File: config.mk
export PLATFORM = sky130hd
export DESIGN_NAME = pbc_regs
export DESIGN_NICKNAME = d
export VERILOG_FILES = /design/src/hw/pbc_pkg.sv /design/src/hw/pbc_regs.sv /design/src/hw/pbc_sync.sv
export SDC_FILE = /design/constraint.sdc
export NUM_CORES = 1
export LEC_CHECK = 0
export BUFFER_PORTS_ARGS = -buffer_cell sky130_fd_sc_hd__buf_2
export CAP_MARGIN = 25
export CORE_AREA = 5 5 116 118
export DETAILED_ROUTE_END_ITERATION = 12
export DIE_AREA = 0 0 121 123
export HOLD_SLACK_MARGIN = 0.1
export PLACE_DENSITY = 0.54
export SYNTH_ARGS = -nofsm -noshare
export SYNTH_HDL_FRONTEND = slang
export SYNTH_SLANG_ARGS = --single-unit
export TNS_END_PERCENT = 100
File: constraint.sdc
create_clock -name core_clk_i -period 2.15 [get_ports core_clk_i]
set_input_delay 0.1075 -clock core_clk_i [delete_from_list [all_inputs] [get_ports core_clk_i]]
set_output_delay 0.1075 -clock core_clk_i [all_outputs]
set_load 0.01 [all_outputs]
File: src/hw/pbc_pkg.sv
// Shared constants, register map and carrier types of the basic control and status registers.
package pbc_pkg;

    // ==========================================================================
    // Register addresses on the serial management interface
    // ==========================================================================
    localparam logic [4:0] PBC_ADDR_CTRL   = 5'h00;
    localparam logic [4:0] PBC_ADDR_STATUS = 5'h01;
    localparam logic [4:0] PBC_ADDR_ID_HI  = 5'h02;
    localparam logic [4:0] PBC_ADDR_ID_LO  = 5'h03;
    localparam logic [4:0] PBC_ADDR_PAGE   = 5'h1f;

    // ==========================================================================
    // Field positions of port_mode_control
    // ==========================================================================
    localparam int PBC_CTRL_SRESET  = 15;
    localparam int PBC_CTRL_LOOP    = 14;
    localparam int PBC_CTRL_SPD_LSB = 13;
    localparam int PBC_CTRL_AN_EN   = 12;
    localparam int PBC_CTRL_PDOWN   = 11;
    localparam int PBC_CTRL_ISOLATE = 10;
    localparam int PBC_CTRL_AN_RST  = 9;
    localparam int PBC_CTRL_DUPLEX  = 8;
    localparam int PBC_CTRL_COLL    = 7;
    localparam int PBC_CTRL_SPD_MSB = 6;

    // ==========================================================================
    // Field positions of port_mode_status (live and latched bits)
    // ==========================================================================
    localparam int PBC_STAT_AN_DONE = 5;
    localparam int PBC_STAT_FAULT   = 4;
    localparam int PBC_STAT_LINK    = 2;
    localparam int PBC_STAT_JABBER  = 1;

    // ==========================================================================
    // Reset values and fixed readouts
    // ==========================================================================
    localparam logic [15:0] PBC_CTRL_RST   = 16'h1040;
    localparam logic [15:0] PBC_PAGE_RST   = 16'h0000;
    localparam logic [15:0] PBC_STAT_FIXED = 16'h79c9;
    localparam logic [15:0] PBC_MAIN_PAGE  = 16'h0000;

    // ==========================================================================
    // Management frame framing and timing counts
    // ==========================================================================
    localparam logic [1:0] PBC_OP_READ   = 2'b10;
    localparam logic [1:0] PBC_OP_WRITE  = 2'b01;
    localparam logic [3:0] PBC_HDR_LAST  = 4'hb;
    localparam logic [3:0] PBC_DATA_LAST = 4'hf;
    localparam int         PBC_SYNC_STAGES = 3;

    // Speed codes of the forced speed field.
    typedef enum logic [1:0] {
        PBC_SPD_10   = 2'b00,
        PBC_SPD_100  = 2'b01,
        PBC_SPD_1000 = 2'b10,
        PBC_SPD_RSVD = 2'b11
    } pbc_speed_t;

    // Frame receiver states.
    typedef enum logic [2:0] {
        PBC_IDLE,
        PBC_START,
        PBC_HDR,
        PBC_TA,
        PBC_DATA
    } pbc_fsm_t;

    // Control settings handed to the port datapath.
    typedef struct packed {
        logic       loopback;
        pbc_speed_t speed;
        logic       an_enable;
        logic       power_down;
        logic       isolate;
        logic       full_duplex;
        logic       coll_test;
    } pbc_ctrl_t;

    // Live conditions reported by the media side.
    typedef struct packed {
        logic link_up;
        logic jabber;
        logic far_fault;
        logic an_done;
    } pbc_media_t;

    // State of the synchroniser.
    typedef struct packed {
        logic [PBC_SYNC_STAGES-1:0] stage;
        logic                       q;
    } pbc_sync_state_t;

    // State of the register block.
    typedef struct packed {
        pbc_fsm_t    fsm;
        logic [3:0]  bcnt;
        logic [15:0] sr;
        logic [4:0]  regad;
        logic        rd;
        logic        wr;
        logic        mdc_prev;
        logic        mdio_out;
        logic        mdio_oe;
        logic [15:0] page;
        pbc_ctrl_t   ctrl;
        logic        an_restart;
        logic        sreset;
        logic        far_lat;
        logic        link_lat;
        logic        jab_lat;
    } pbc_state_t;

endpackage

File: src/hw/pbc_regs.sv
// Basic control, status and identity registers of one transceiver port behind its management pins.
`timescale 1ns/1ns
`default_nettype none

module pbc_regs
    import pbc_pkg::*;
#(
    parameter logic [21:0] MAKER_CODE = 22'h15a3c1,  // Arbitrary neutral value.
    parameter logic [5:0]  MODEL_NUM  = 6'h2d,       // Arbitrary neutral value.
    parameter logic [3:0]  REV_NUM    = 4'h3         // Arbitrary neutral value.
) (
    // Clock, reset and enable
    input  wire logic       core_clk_i,
    input  wire logic       resetn_i,
    input  wire logic       ce_i,
    // Management pins
    input  wire logic       mdc_i,
    input  wire logic       mdio_i,
    output logic            mdio_o,
    output logic            mdio_oe_o,
    input  wire logic [4:0] phy_addr_i,
    // Media side status
    input  wire pbc_media_t media_i,
    // Port control
    output pbc_ctrl_t       ctrl_o,
    output logic            an_restart_o,
    output logic            soft_reset_o
);

    pbc_state_t  cur;
    pbc_state_t  next_cur;
    logic        mdc_s;
    logic        mdio_s;
    logic        mdc_rise;
    logic [15:0] ctrl_word;
    logic [15:0] stat_word;
    logic [15:0] rdata;
    logic [15:0] hdr;
    logic [15:0] shifted;
    logic        main_page;
    logic        stat_clr;
    logic        addr_hit;
    logic        ctrl_write;
    pbc_ctrl_t   ctrl_wr;

    // Control defaults are taken bit by bit from the reset word, so the two cannot drift.
    localparam pbc_ctrl_t CTRL_DEF = '{
        loopback:    PBC_CTRL_RST[PBC_CTRL_LOOP],
        speed:       pbc_speed_t'({PBC_CTRL_RST[PBC_CTRL_SPD_MSB],
                                   PBC_CTRL_RST[PBC_CTRL_SPD_LSB]}),
        an_enable:   PBC_CTRL_RST[PBC_CTRL_AN_EN],
        power_down:  PBC_CTRL_RST[PBC_CTRL_PDOWN],
        isolate:     PBC_CTRL_RST[PBC_CTRL_ISOLATE],
        full_duplex: PBC_CTRL_RST[PBC_CTRL_DUPLEX],
        coll_test:   PBC_CTRL_RST[PBC_CTRL_COLL]
    };

    // ==========================================================================
    // Pin synchronisers
    // ==========================================================================
    pbc_sync #(.RST_VAL(1'b0)) u_sync_mdc (
        .core_clk_i (core_clk_i),
        .resetn_i   (resetn_i),
        .ce_i       (ce_i),
        .din_i      (mdc_i),
        .q_o        (mdc_s)
    );

    // The management line idles high, so its filter starts high too.
    pbc_sync #(.RST_VAL(1'b1)) u_sync_mdio (
        .core_clk_i (core_clk_i),
        .resetn_i   (resetn_i),
        .ce_i       (ce_i),
        .din_i      (mdio_i),
        .q_o        (mdio_s)
    );

    // ==========================================================================
    // Register readouts
    // ==========================================================================
    // Control word as software reads it; self-clearing bits always read zero.
    always_comb begin
        ctrl_word                   = 16'h0000;
        ctrl_word[PBC_CTRL_LOOP]    = cur.ctrl.loopback;
        ctrl_word[PBC_CTRL_SPD_LSB] = cur.ctrl.speed[0];
        ctrl_word[PBC_CTRL_SPD_MSB] = cur.ctrl.speed[1];
        ctrl_word[PBC_CTRL_AN_EN]   = cur.ctrl.an_enable;
        ctrl_word[PBC_CTRL_PDOWN]   = cur.ctrl.power_down;
        ctrl_word[PBC_CTRL_ISOLATE] = cur.ctrl.isolate;
        ctrl_word[PBC_CTRL_DUPLEX]  = cur.ctrl.full_duplex;
        ctrl_word[PBC_CTRL_COLL]    = cur.ctrl.coll_test;
    end

    // Status word: fixed capabilities plus live and latched conditions.
    always_comb begin
        stat_word                   = PBC_STAT_FIXED;
        stat_word[PBC_STAT_AN_DONE] = media_i.an_done;
        stat_word[PBC_STAT_FAULT]   = cur.far_lat;
        stat_word[PBC_STAT_LINK]    = cur.link_lat;
        stat_word[PBC_STAT_JABBER]  = cur.jab_lat;
    end

    assign main_page = (cur.page == PBC_MAIN_PAGE);

    // Read multiplexer; main-page words read zero while another page is selected.
    always_comb begin
        rdata = 16'h0000;
        if (cur.regad == PBC_ADDR_PAGE) begin
            rdata = cur.page;
        end else if (main_page) begin
            unique case (cur.regad)
                PBC_ADDR_CTRL:   rdata = ctrl_word;
                PBC_ADDR_STATUS: rdata = stat_word;
                PBC_ADDR_ID_HI:  rdata = MAKER_CODE[21:6];
                PBC_ADDR_ID_LO:  rdata = {MAKER_CODE[5:0], MODEL_NUM, REV_NUM};
                default:         rdata = 16'h0000;
            endcase
        end
    end

    assign mdc_rise = mdc_s & ~cur.mdc_prev;
    assign hdr      = {cur.sr[14:0], mdio_s};
    assign shifted  = {cur.sr[14:0], mdio_s};
    assign stat_clr = ce_i && mdc_rise && (cur.fsm == PBC_TA) && (cur.bcnt == 4'h1)
                      && cur.rd && main_page && (cur.regad == PBC_ADDR_STATUS);
    assign addr_hit   = (hdr[9:5] == phy_addr_i);
    assign ctrl_write = cur.wr && main_page && (cur.regad == PBC_ADDR_CTRL);

    // Control fields carried by a written word; bits 15 and 9 are strobes and never stored.
    always_comb begin
        ctrl_wr.loopback    = shifted[PBC_CTRL_LOOP];
        ctrl_wr.speed       = pbc_speed_t'({shifted[PBC_CTRL_SPD_MSB],
                                            shifted[PBC_CTRL_SPD_LSB]});
        ctrl_wr.an_enable   = shifted[PBC_CTRL_AN_EN];
        ctrl_wr.power_down  = shifted[PBC_CTRL_PDOWN];
        ctrl_wr.isolate     = shifted[PBC_CTRL_ISOLATE];
        ctrl_wr.full_duplex = shifted[PBC_CTRL_DUPLEX];
        ctrl_wr.coll_test   = shifted[PBC_CTRL_COLL];
    end

    // ==========================================================================
    // Frame receiver, register writes and status latches
    // ==========================================================================
    // The clock of the controller may stop between frames; every step waits for a
    // rising edge, so nothing depends on the clock running idle.
    always_comb begin
        next_cur = cur;
        if (ce_i) begin
            next_cur.mdc_prev   = mdc_s;
            next_cur.an_restart = 1'b0;
            next_cur.sreset     = 1'b0;
            if (mdc_rise) begin
                unique case (cur.fsm)
                    // No preamble count is needed: a zero then a one starts a frame.
                    PBC_IDLE: begin
                        if (!mdio_s) begin
                            next_cur.fsm = PBC_START;
                        end
                    end
                    PBC_START: begin
                        if (mdio_s) begin
                            next_cur.fsm  = PBC_HDR;
                            next_cur.bcnt = 4'h0;
                        end
                    end
                    PBC_HDR: begin
                        next_cur.sr   = hdr;
                        next_cur.bcnt = cur.bcnt + 4'h1;
                        if (cur.bcnt == PBC_HDR_LAST) begin
                            next_cur.fsm   = PBC_TA;
                            next_cur.bcnt  = 4'h0;
                            next_cur.regad = hdr[4:0];
                            next_cur.rd    = (hdr[11:10] == PBC_OP_READ) && addr_hit;
                            next_cur.wr    = (hdr[11:10] == PBC_OP_WRITE) && addr_hit;
                        end
                    end
                    PBC_TA: begin
                        next_cur.bcnt = 4'h1;
                        if (cur.bcnt == 4'h0) begin
                            // Drive the second turnaround bit low on a read.
                            next_cur.mdio_oe  = cur.rd;
                            next_cur.mdio_out = 1'b0;
                        end else begin
                            next_cur.fsm      = PBC_DATA;
                            next_cur.bcnt     = 4'h0;
                            next_cur.sr       = rdata;
                            next_cur.mdio_out = rdata[15];
                        end
                    end
                    PBC_DATA: begin
                        next_cur.sr       = shifted;
                        next_cur.mdio_out = shifted[15];
                        next_cur.bcnt     = cur.bcnt + 4'h1;
                        if (cur.bcnt == PBC_DATA_LAST) begin
                            next_cur.fsm     = PBC_IDLE;
                            next_cur.mdio_oe = 1'b0;
                            next_cur.rd      = 1'b0;
                            next_cur.wr      = 1'b0;
                            if (cur.wr && (cur.regad == PBC_ADDR_PAGE)) begin
                                next_cur.page = shifted;
                            end else if (ctrl_write) begin
                                if (shifted[PBC_CTRL_SRESET]) begin
                                    // Every register returns to default; the bit is never stored.
                                    next_cur.ctrl     = CTRL_DEF;
                                    next_cur.page     = PBC_PAGE_RST;
                                    next_cur.far_lat  = 1'b0;
                                    next_cur.link_lat = 1'b0;
                                    next_cur.jab_lat  = 1'b0;
                                    next_cur.sreset   = 1'b1;
                                end else begin
                                    // Fields land together; the restart strobe is a pulse only.
                                    next_cur.ctrl       = ctrl_wr;
                                    next_cur.an_restart = shifted[PBC_CTRL_AN_RST];
                                end
                            end
                        end
                    end
                    // An illegal state code drops back to waiting for a frame start.
                    default: begin
                        next_cur.fsm = PBC_IDLE;
                    end
                endcase
            end
            // A status read rearms the latches to the live condition.
            if (stat_clr) begin
                next_cur.far_lat  = 1'b0;
                next_cur.jab_lat  = 1'b0;
                next_cur.link_lat = 1'b1;
            end
            // Events are applied last so that a set in the clearing cycle wins.
            next_cur.far_lat  = next_cur.far_lat | media_i.far_fault;
            next_cur.jab_lat  = next_cur.jab_lat | media_i.jabber;
            next_cur.link_lat = next_cur.link_lat & media_i.link_up;
        end
    end

    // ==========================================================================
    // State register
    // ==========================================================================
    always_ff @(posedge core_clk_i or negedge resetn_i) begin
        if (!resetn_i) begin
            cur          <= '0;
            cur.fsm      <= PBC_IDLE;
            cur.page     <= PBC_PAGE_RST;
            cur.ctrl     <= CTRL_DEF;
        end else begin
            cur <= next_cur;
        end
    end

    // ==========================================================================
    // Outputs
    // ==========================================================================
    // Loopback uses the same speed and duplex fields as normal operation.
    assign ctrl_o       = cur.ctrl;
    assign an_restart_o = cur.an_restart;
    assign soft_reset_o = cur.sreset;
    assign mdio_o       = cur.mdio_out;
    assign mdio_oe_o    = cur.mdio_oe;
endmodule

`default_nettype wire

File: src/hw/pbc_sync.sv
// Three-stage input synchroniser that accepts a change once stages two and three agree.
`timescale 1ns/1ns
`default_nettype none

module pbc_sync
    import pbc_pkg::*;
#(
    parameter logic RST_VAL = 1'b0
) (
    // Clock, reset and enable
    input  wire logic core_clk_i,
    input  wire logic resetn_i,
    input  wire logic ce_i,
    // Asynchronous input and filtered level
    input  wire logic din_i,
    output logic      q_o
);

    pbc_sync_state_t cur;
    pbc_sync_state_t next_cur;

    // ==========================================================================
    // Stage shifting and agreement filter
    // ==========================================================================
    // The first stage feeds only the second, so a metastable value never reaches logic.
    always_comb begin
        next_cur = cur;
        if (ce_i) begin
            next_cur.stage = {cur.stage[PBC_SYNC_STAGES-2:0], din_i};
            if (cur.stage[1] == cur.stage[2]) begin
                next_cur.q = cur.stage[2];
            end
        end
    end

    // State register.
    always_ff @(posedge core_clk_i or negedge resetn_i) begin
        if (!resetn_i) begin
            cur <= '{stage: {PBC_SYNC_STAGES{RST_VAL}}, q: RST_VAL};
        end else begin
            cur <= next_cur;
        end
    end

    assign q_o = cur.q;

endmodule

`default_nettype wire

# --- Word level (Yosys, flattened, before mapping) ---
# Cells that the tools add are included.
op_classes:
  order_cmp: 0
  shifts: 0
  mul: 0
  bitwise_logic: 6
  n_mux: 29
  div_mod_pow: 0
  n_reduce_logical: 33
  addsub: 1
  eq_ne: 22
ops:
  columns: ["cell", "count"]
  rows:
  - ["case mux 15 bit (4 select lines)", 1]
  - ["2-to-1 mux 16 bit", 3]
  - ["2-to-1 mux 30 bit", 1]
  - ["case mux 15 bit (2 select lines)", 1]
  - ["2-to-1 mux 29 bit", 1]
  - ["2-to-1 mux 23 bit", 1]
  - ["logical NOT 16 bit", 1]
  - ["case mux 4 bit (4 select lines)", 1]
  - ["2-to-1 mux 15 bit", 1]
  - ["case mux 3 bit (5 select lines)", 1]
  - ["2-to-1 mux 7 bit", 2]
  - ["2-to-1 mux 13 bit", 1]
  - ["2-to-1 mux 3 bit", 4]
  - ["AND reduction 4 bit", 3]
  - ["AND reduction 6 bit", 2]
  - ["logical AND 1 bit", 11]
  - ["equality test 5 x 2 -> 1 bit (second input constant)", 2]
  - ["2-to-1 mux 5 bit", 2]
  - ["AND reduction 5 bit", 2]
  - ["nonzero test 2 bit", 5]
  - ["equality test 4 bit (second input constant)", 2]
  - ["2-to-1 mux 8 bit", 1]
  - ["!= test 2 bit (second input constant)", 4]
  - ["case mux 2 bit (2 select lines)", 2]
  - ["other kinds (26)", 36]
word_totals:
  latch_bits: 0
  ff_bits: 69
  romBits: 0
  memories: 0
  wordCells: 117
  ram_bits: 0

# --- Logic depth before layout (Yosys ltp) ---
# Gate-level depths: netlist of run 1.
depth:
  ltp_word: 11
  mapped_depth: 8

# --- Hierarchy ---
# A second synthesis of run 1 with hierarchy kept.
unflattened:
  hier_cells: 361
  area_unflattened_um2: 3683.5
modules_own_cells:
  columns: ["mod", "seq_area_each_um2", "area_per_inst_um2", "cells_each", "n_inst"]
  rows:
  - ["pbc_regs", 1529.0, 3365.7, 341, 1]
  - ["pbc_sync at u_sync_mdio", 105.1, 161.4, 10, 1]
  - ["pbc_sync at u_sync_mdc", 100.1, 156.4, 10, 1]

# --- Least setup slack after synthesis of run 1 ---
# OpenSTA, ideal clock, no wires.
synth_path:
  kind: "reg-to-reg"
  from: "register cur[36] (netlist name)"
  to: "register cur, in the netlist ctrl_o[0]"
  period_less_slack_ps: 2241
  t_arrival_ps: 2117
  setup_ps: 125
  stages_incl_launch_ff: 6
  path_slack_ps: -91
  cell_sequence: "dfrtp_1 > or4_1 > nor2_8 > nand2_4 > nor4_4 > mux2_2"
synth_between:
  elab_chain_len: 4
  word_cells_on_any_way: 6
  classes_between: "eq/ne: 1; bitwise: 1; reduce/logical: 4"
synth_rtl:
  columns: ["item", "line_no", "text"]
  rows:
  - ["start, declared", "pbc_regs.sv:30", "pbc_state_t cur;"]
  - ["start signal, assigned", "pbc_regs.sv:247", "cur <= next_cur;"]
  - ["equality test 5 bit", "pbc_regs.sv:199", "if (cur.wr && (cur.regad == PBC_ADDR_PAGE)) begin"]
  - ["logical AND 1 bit", "pbc_regs.sv:199", null]
  - ["NOT 1 bit (no source line)", null, null]
  - ["AND reduction 6 bit (no source line) (*)", null, null]
# Mark *: on every way between the ends. The rest lies on a longest branch, timed or not.
# A chain may end at the register's enable or synchronous reset.

# --- Final worst setup path of run 1 ---
layout_path:
  from: "register cur[13] (netlist name)"
  to: "register cur[47] (netlist name)"
layout_between:
  elab_chain_len: 5
layout_rtl:
  columns: ["item", "line_no", "text"]
  rows:
  - ["logical NOT 16 bit", "pbc_regs.sv:103", "assign main_page = (cur.page == PBC_MAIN_PAGE);"]
  - ["2-to-1 mux 15 bit", "pbc_regs.sv:110", "end else if (main_page) begin"]
  - ["2-to-1 mux 16 bit", "pbc_regs.sv:108", "if (cur.regad == PBC_ADDR_PAGE) begin"]
  - ["2-to-1 mux 23 bit", "pbc_regs.sv:179", "if (cur.bcnt == 4'h0) begin"]
  - ["case mux 15 bit (2 select lines)", "pbc_regs.sv:153", "unique case (cur.fsm)"]
# Every way passes these cells. The select of a mux whose other input is x is not followed.

==> impl_metrics.toml, run 1 <==
[run_status]
status = "completed"

[clocking]
cts_made_buffers = 9
htreeDepth = 3
root_buffer = "clkbuf_16"
cts_sinks = 69
cts_tree = "built"
insertion_delay_ns = 0.34
clockBufferDepth = 2
post_cts_buffers = 0
clk_pin_slew_worst_paths_ns = 0.06

[sta]
hold_viol = 0
slew_headroom_pct = 62.04
fmax_mhz = 494.6
rsz0062_at_grt = "no"
tns_ns = 0
setup_viol = 0
worst_clock_skew_ns = 0.007665
min_period_over_period_pct = 94.04
slew_viol_final = 0
worstMarginPinSlew_ns = 0.5695
fin_crit_ns = 2.022

[pwr]
p_per_area_nw_per_um2 = 1025
cellLeakagePower_uw = 0.001960
ir_worst_vdd_mv = 0.3470

[detailed_routing]
routedWlPerCell_um = 17.11
vias = 2861
dr.pass1.iters = 4
drtIter0Drc = 170
drcViolationCount = 0
wirelength_mm = 9.684
ant_nets = 0
via_per_inst = 5.055

[finish]
n_antenna_cell = 0
final_area_um2 = 4424
nets = 406
syn_to_final_growth_pct = 22.06
drive_gt1_share_pct = 30.46

[critical_path]
crit_arrival_ns = 2.29
crit_fanout = 6
path_class = "reg2reg"
r2r_slack_ns = 0.13
critPathRequiredTime_ns = 2.42
worstPathCellList = "or4_4 -> nor2_8 -> buf_4 -> nand3_2 -> or3_1 -> a21oi_1"
reg2reg_depth = 6
cpPeakStageDelay_ns = 0.59
crit_slowest_cell = "or4_4"
startpoint_type = "flip-flop"
endpoint_kind = "flip-flop"

[synthesis]
syn_nets = 364
synth.area.top_cells = "dfrtp_1, mux2_2, dfstp_2"
ys_seq_area_share_pct = 47.84
synth_top_cell_by_area = "dfrtp_1"
ys_ff_latch = 69
syn_avg_cell_area_um2 = 10.45
synth_cell_type_count = 57
synthCells = 347
synth_top_flop_cell = "dfrtp_1"
yosysWarningCount = 0
synth_top_area_share_pct = 43.49
synth_edf_count = 0
synth_area_um2 = 3625
ys_async_sr_fraction_pct = 100.0

[grt]
grt_max_degree = 48
grt_overflow_total = 0
antenna_found_initial = 0
grt_pass1_vias = 3010
grtUsageTotal_pct = 14.15
grt_pass1_wl_mm = 16.25

[floorplan]
row_count = 41
initial_core_util_pct = 29.32
dieArea_um2 = 14880
design.portCount = 26
core_area_um2 = 12360
die_y_um = 123
die_w_um = 121

[placed_design]
place_area_um2 = 4054
gp_congestion = 0.8523
dpl.hpwl_mm = 7.034
port_buffers = 25

[hold_path]
hp-class = "in2reg"
hold_depth = 4

[run]
drv_cap = 0
logic make-up after synthesis:
logic type	after synthesis	share of synthesized area (%)
adder cells (fa/ha/maj)	3	1.036
XOR/XNOR	6	1.450
AND/OR/NAND/NOR	107	16.91
buffers and inverters	35	4.660
AO/OA/AOI/OAI	89	16.43
flip-flops	69	47.84
multiplexers	38	11.67
report_power, final:
part	switching, µW	leakage [µW]	internal (µW)
combinational	660	0.000932	535
sequential	327	0.000882	1520
clock	593	0.000146	901
total	1580	0.00196	2960
stage by stage:
step                setup WS, ns  power (µW)  std cells  hold slack [ns]  util (%)
floorplan                0.04416        2544        347          -0.1881         -
global placement         0.08500        3007        544           0.1329     32.79
detailed placement       0.04595        3037        544           0.1490     32.79
CTS                      0.03806        4560        566           0.2240     35.69
global route             0.01585        4809        566           0.2533     35.79
finish                    0.1281        4537        566           0.2286     35.79
sequential cells by signal, indices dropped and copies added, names as in the netlist:
signal / count
u_sync_mdio.cur: 3
ctrl_wr: 8
mdio_oe_o: 1
ctrl_o: 8
soft_reset_o: 1
cur: 41
mdio_o: 1
u_sync_mdio.q_o: 1
an_restart_o: 1
u_sync_mdc.cur: 3
u_sync_mdc.q_o: 1
cell usage in the layout, fill, tap and decap left out, types with 3 or more instances in the layout:
master,count
a21oi_1,21
a221oi_1,3
a22o_1,3
a22oi_1,3
a2bb2oi_1,4
a32oi_1,4
and3_1,4
buf_2,25
buf_4,21
clkbuf_16,9
dfrtp_1,62
dfstp_2,6
dlygate4sd3_1,6
ha_1,3
inv_1,11
mux2_2,34
mux2i_1,4
nand2_1,21
nand2b_1,3
nand3_1,7
nand4_1,7
nor2_1,20
nor2b_1,9
nor3_1,4
nor3b_1,3
nor4_1,5
o211ai_1,6
o21ai_0,21
o22ai_1,4
or2_2,3
or3_1,4
xor2_1,4
layer usage:
layer,global-route usage (%),wire length [µm],up-vias,share of wire (%)
met4,5.807,163,0,1.7
met5,0,0,-,0
met3,2.790,398,8,4.1
met2,23.48,4761,54,49
li1,-,-,1366,-
met1,18.15,4361,1433,45
critical path: cells and delay by family (launching register included):
family	cells	cell delay (ns)
DFF	1	0.41
buffers and inverters	1	0.16
and+or+nand+nor	4	1.24
AOI/OAI and AO/OA	1	0.14
worst paths after layout:
path	start	endpoint
max in group asynchronous	resetn_i	ctrl_o[6]$_DFFE_PN1P_
setup / recovery	cur[13]$_DFFE_PN0P_	cur[47]$_DFFE_PN0P_
hold reg to reg	u_sync_mdio.cur[3]$_DFFE_PN1P_	u_sync_mdio.cur[3]$_DFFE_PN1P_
setup reg to reg	cur[13]$_DFFE_PN0P_	cur[47]$_DFFE_PN0P_
hold / removal	ce_i	u_sync_mdio.cur[3]$_DFFE_PN1P_
min in group asynchronous	resetn_i	ctrl_o[5]$_DFFE_PN0P_
layout make-up:
type | instances | area [µm²]
Multi-Input combinational cell | 243 | 1739
Clock inverter | 7 | 73.82
Tap cell | 172 | 215.2
Fill cell | 1254 | 7939
Timing Repair Buffer | 55 | 394.1
Clock buffer | 9 | 225.2
Sequential cell | 69 | 1735
Inverter | 11 | 41.29
synth_stat cells, types with 4 or more instances:
cell type and count:
clkbuf_1 9, dfstp_2 6, o21ai_0 21, mux2i_1 4, dfrtp_1 63, mux2_2 34
xor2_1 4, nor4_1 5, a2bb2oi_1 4, or3_1 4, nor3b_1 4, nand2_1 21
o22ai_1 4, nor2b_1 9, and3_1 4, a21oi_1 21, o211ai_1 6, inv_1 11
nor2_1 21, a32oi_1 4, nand3_1 8, nand4_1 7, buf_4 9, nor3_1 4
timing repair:
| item | in CTS | in global routing |
|---|---|---|
| endpoints found under the setup margin | 0 | 10 |
| hold buffers | 6 | 0 |
| endpoints found under the hold margin | 22 | 0 |
| resized for setup | 0 | 4 |
No activity file was read; power rests on OpenSTA's default activity.
==> run 2: changes to the inputs <==
CORE_AREA = 5 5 122 113   (was 5 5 116 118)
DIE_AREA = 0 0 127 118   (was 0 0 121 123)
PLACE_DENSITY = 0.53   (was 0.54)
==> run 2 against run 1 <==
Utilization decreased by 0.050 points. Maximum frequency down 1.5%. Count of clock-buffer cells in the layout unchanged. Hold slack lost 0.13 ns. Setup slack worse by 0.032 ns. Design area rose by 0.11%. Sequential cell count stayed put. Clock skew shrank 0.00093 ns. Cell count down 1.6%. Clock power grew 8%. Wire length is 0.45% higher.
==> impl_metrics.toml, run 2 (same netlist as run 1, synthesis figures left out) <==
[sta]
worst_clock_skew_ns = 0.006730
slew_viol_final = 0
fin_crit_ns = 2.054
hold_viol = 0
slew_headroom_pct = 60.73
min_period_over_period_pct = 95.51
worstMarginPinSlew_ns = 0.5890
tns_ns = 0
fmax_mhz = 487.0
setup_viol = 0

[critical_path]
crit_slowest_cell = "dfrtp_1"
startpoint_type = "flip-flop"
critical-path-top-delay-family = "simple AND/OR/NAND/NOR gates"
cpPeakStageDelay_ns = 0.44
crit_fanout = 9
worstPathCellList = "ha_1 -> and3_1 -> nand4_1 -> nor4_4 -> buf_6 -> mux2_2"
crit_buf_inv = 1
endpoint_kind = "flip-flop"
path_class = "reg2reg"
crit_arrival_ns = 2.27
critPathRequiredTime_ns = 2.37

[clocking]
cts_sinks = 69
root_buffer = "clkbuf_16"
clockBufferDepth = 2
cts_tree = "built"
insertion_delay_ns = 0.33
clk_pin_slew_worst_paths_ns = 0.06
cts_made_buffers = 9
htreeDepth = 3

[detailed_routing]
drtIter0Drc = 183
via_per_inst = 5.253
ant_nets = 0
routedWlPerCell_um = 17.46
wirelength_mm = 9.728
vias = 2926
drcViolationCount = 0
dr.pass1.iters = 5

[pwr]
p_seq_share_pct = 39.6
clockPowerShare_pct = 34.8
p_sw_share_pct = 33.88
combPwrFrac_pct = 25.6
finalPower_uw = 4618
cellLeakagePower_uw = 0.001962
p_per_area_nw_per_um2 = 1043
switchingPower_uw = 1565
intPower_uw = 3053
ir_worst_vdd_mv = 0.3828

[finish]
top_register = "cur"
nets = 405
largest_reg_flops = 41
fin_cells = 557
final_area_um2 = 4429
syn_to_final_growth_pct = 22.20
final_core_util_pct = 35.74
n_antenna_cell = 0
final_cell_mix = "dfrtp_1, mux2_2, buf_2"
drive_gt1_share_pct = 30.28
final_common_cell = "dfrtp_1"

[run]
drv_cap = 0

[floorplan]
core_area_um2 = 12390
design.portCount = 26
initial_core_util_pct = 29.24
row_count = 39
die_y_um = 118
dieArea_um2 = 14990
die_w_um = 127

[placed_design]
gp_congestion = 0.8593
place_inst = 534
port_buffers = 25
place_area_um2 = 4016
dpl.hpwl_mm = 7.027

[grt]
grt_pass1_vias = 2947
antenna_found_initial = 0
grt_overflow_total = 0
grt_pass1_wl_mm = 16.29
grt_max_degree = 47
grtUsageTotal_pct = 13.52

[run_status]
status = "completed"

[hold_path]
hp-class = "in2reg"
-- run 2: what timing repair did --
item                                    CTS  global route
hold buffers                              6             0
endpoints found under the setup margin    0            13
setup buffers                             0             1
resized for setup                         0             5
hold endpoints to repair                 27             0
-- run 2: power groups by stage --
stage	Combinational, µW	Sequential [µW]	Clock, µW
after CTS	1160	1830	1630
final	1180	1830	1610
after global placement	1120	1850	0
after global routing	1320	1870	1680
after floorplan	843	1700	0
after detailed placement	1140	1850	0
-- run 2: final cells by class --
class | instances | area, µm²
flip-flops and latches | 69 | 1735
inverters | 11 | 41.29
clock buffers | 9 | 225.2
clock inverters | 7 | 97.59
repair buffers | 54 | 374.1
multi-input cells | 243 | 1750
fillers | 1263 | 7965
well taps | 164 | 205.2
-- run 2: through the flow --
step	hold slack [ns]	setup WS, ns
4_1_cts	0.1014	0.03201
3_3_place_gp	0.1433	0.09179
6_report	0.09879	0.09646
5_1_grt	0.1076	-0.01131
3_5_place_dp	0.1453	0.05779
2_1_floorplan	-0.1881	0.04416
-- run 2: worst paths after layout --
path	from	to	slack, ns	depth (start not counted)
worst max-delay path	cur[55]$_DFFE_PN0P_	ctrl_o[1]$_DFFE_PN0P_	0.1	6
worst min-delay path	ce_i	cur[31]$_DFFE_PN0P_	0.1	2
worst max register to register	cur[55]$_DFFE_PN0P_	ctrl_o[1]$_DFFE_PN0P_	0.1	6
worst min register to register	u_sync_mdio.cur[3]$_DFFE_PN1P_	u_sync_mdio.cur[3]$_DFFE_PN1P_	0.49	2
max in group asynchronous	resetn_i	u_sync_mdio.cur[1]$_DFFE_PN1P_	1.12	3
min in group asynchronous	resetn_i	ctrl_o[5]$_DFFE_PN0P_	0.31	2
-- run 2: metal layers --
metal  vias to the layer above  global-route usage [%]  share of wire, %
li1                       1364                       -                 -
met1                      1467                   19.08                47
met2                        84                   20.57                46
met3                        11                   3.040               5.3
met4                         0                   4.155               1.2
met5                         -                       0                 0
==> run 3: changes to the inputs <==
ABC_AREA = 1   (was unset)
CORE_AREA = 5 5 124 114   (was 5 5 122 113)
DIE_AREA = 0 0 129 119   (was 0 0 127 118)
PLACE_DENSITY = 0.43   (was 0.53)
==> run 3 against run 2 <==
Synthesized area increased by 2.8%. First-iteration DRC count is 12% higher. Die area up 2.4%. Count of clock-buffer cells in the layout is 1 higher. Sequential power about the same. Synthesized cell count is 45% higher. Hold slack improved by 0.073 ns. Register-to-register slack gained 0.10 ns. Sequential share of layout area shrank 0.18 points. Clock power grew 6%. Sequential cell count unchanged. Critical path type unchanged.
==> impl_metrics.toml, run 3 <==
[finish]
nets = 555
n_antenna_cell = 0
final_common_cell = "nand2_1"
fin_cells = 707
syn_to_final_growth_pct = 19.38
fillers = 1368
top_register = "cur"
drive_gt1_share_pct = 13.26
final_cell_mix = "nand2_1, dfrtp_1, nand3_1"
final_core_util_pct = 35.32
area.sequential_um2 = 1734
largest_reg_flops = 41
multiInputGateArea_um2 = 1689

[floorplan]
core_area_um2 = 12590
row_count = 39
dieArea_um2 = 15350
design.portCount = 26
die_w_um = 129
initial_core_util_pct = 29.59
die_y_um = 119

[synthesis]
synth_edf_count = 0
syn_avg_cell_area_um2 = 7.391
synth_area_um2 = 3725
syn_nets = 521
synth_top_flop_cell = "dfrtp_1"
yosysMostFrequentCell = "nand2_1"
synthCells = 504
synth_top_area_share_pct = 42.32
ys_async_sr_fraction_pct = 100.0
synth_top_cell_by_area = "dfrtp_1"
ys_seq_area_share_pct = 46.56
ys_top_cells_by_count = "nand2_1, dfrtp_1, nand3_1"
synth.area.top_cells = "dfrtp_1, nand2_1, nand3_1"
synth_cell_type_count = 31
ys_ff_latch = 69
yosysWarningCount = 0

[grt]
grt_pass1_vias = 3362
grtUsageTotal_pct = 15.03
grt_pass1_wl_mm = 18.02
antenna_found_initial = 0
grt_max_degree = 46
grt_overflow_total = 0

[clocking]
post_cts_buffers = 0
clockBufferDepth = 2
cts_made_buffers = 9
cts_resized = 0
root_buffer = "clkbuf_16"
cts_tree = "built"
cts_sinks = 69
insertion_delay_ns = 0.34
htreeDepth = 3
clk_pin_slew_worst_paths_ns = 0.06

[detailed_routing]
wirelength_mm = 10.68
dr.pass1.iters = 4
vias = 3252
via_per_inst = 4.600
drcViolationCount = 0
drtIter0Drc = 205
ant_nets = 0
routedWlPerCell_um = 15.11

[critical_path]
startpoint = "cur[36]$_DFFE_PN0P_"
regToRegStartpoint = "cur[36]$_DFFE_PN0P_"
path_class = "reg2reg"
critPathCapture = "ctrl_o[4]$_DFFE_PN1P_"
endpoint_kind = "flip-flop"
r2r_slack_ns = 0.20
critPathRequiredTime_ns = 2.43
reg2reg_depth = 8
crit_fanout = 17
crit_arrival_ns = 2.22
startpoint_type = "flip-flop"
reg2reg_to = "ctrl_o[4]$_DFFE_PN1P_"

[sta]
rsz0062_at_grt = "no"
worstMarginPinSlew_ns = 0.6233
fin_crit_ns = 1.949
worst_clock_skew_ns = 0.007398
tns_ns = 0
min_period_over_period_pct = 90.65
finalWorstSetupSlack_ns = 0.2009
hold_viol = 0
setup_viol = 0
fmax_mhz = 513.1
slew_headroom_pct = 58.45
slew_viol_final = 0

[pwr]
cellLeakagePower_uw = 0.002213
switchingPower_uw = 1712
combPwrFrac_pct = 26.6
clockPowerShare_pct = 35.6
p_seq_share_pct = 37.8
intPower_uw = 3094
p_sw_share_pct = 35.62
finalPower_uw = 4806
ir_worst_vdd_mv = 0.4100
p_per_area_nw_per_um2 = 1081

[hold_path]
hold_depth = 5
hp-class = "in2reg"

[placed_design]
port_buffers = 25
dpl.hpwl_mm = 7.654
pre_cts_slack_ns = 0.1762
place_inst = 684
gp_congestion = 0.8096

[run]
drv_cap = 0

[run_status]
status = "completed"
==> run 3: changes by cell type in the layout (fill, tap and decap cells not counted), moves of 14 or more <==
| cell | delta |
|---|---|
| a21oi_1 | +14 |
| inv_1 | +32 |
| mux2_2 | -34 |
| nand2_1 | +131 |
| nand3_1 | +45 |
| nor2_1 | +29 |
| o21ai_1 | +19 |
==> run 3: what timing repair did <==
item                                    4_1_cts  5_1_grt
hold buffers                                  7        0
hold endpoints to repair                     26        0
endpoints found under the setup margin        0        0
==> run 3: cell families after synthesis <==
family | count (synthesis) | synth area share, %
muxes | 1 | 0.2687
adders and majority gates | 3 | 1.008
xor gates and xnor gates | 4 | 0.9407
AOI/OAI and AO/OA | 84 | 11.62
buffers and inverters | 68 | 8.095
DFF | 69 | 46.56
and+or+nand+nor | 275 | 31.51
==> run 3: power by group through the flow <==
stage          registers [µW]  logic [µW]  clock network (µW)
6_report                 1820        1280                1710
4_1_cts                  1820        1290                1750
2_1_floorplan            1740         907                   0
3_5_place_dp             1840        1280                   0
3_3_place_gp             1840        1260                   0
5_1_grt                  1860        1500                1810
==> run 3: critical path, cell delays in order (launching register included) <==
cell and delay, ns:
dfrtp_1 0.40, nor2_1 0.25, nand2_1 0.17, nor2_4 0.22
nand2_1 0.09, nor2_2 0.21, nand2_2 0.24, o21ai_0 0.22
inv_1 0.07
==> run 3: layer usage <==
layer	wire length, µm	vias to the layer above	track usage, %
li1	-	1698	-
met1	5499	1497	21.64
met2	4598	48	22.28
met3	413	9	2.596
met4	170	0	6.102
met5	0	-	0
==> run 3: through the flow <==
stage,instance area [µm²],hold WS [ns]
after detailed placement,4036,0.1771
after CTS,4447,0.1687
after floorplan,3725,-0.1881
after global routing,4447,0.2107
after global placement,4036,0.1578
final,4447,0.1721
==> run 3: how the worst min path moves through the flow <==
stage,startpoint,end
2_1_floorplan,resetn_i,an_restart_o$_DFFE_PN0P_
3_3_place_gp,resetn_i,cur[55]$_DFFE_PN0P_
3_5_place_dp,resetn_i,cur[55]$_DFFE_PN0P_
4_1_cts,media_i[0],ctrl_wr[6]$_DFFE_PN0P_
5_1_grt,media_i[0],ctrl_wr[6]$_DFFE_PN0P_
6_report,media_i[0],ctrl_wr[6]$_DFFE_PN0P_
==> run 3: final cells by class <==
type,count,share of cell area (%)
clock buffers,10,5.149
repair buffers,45,6.866
multi-input cells,367,37.99
inverters,46,3.883
flip-flops and latches,69,39.00
well taps,164,4.615
clock inverters,6,2.504
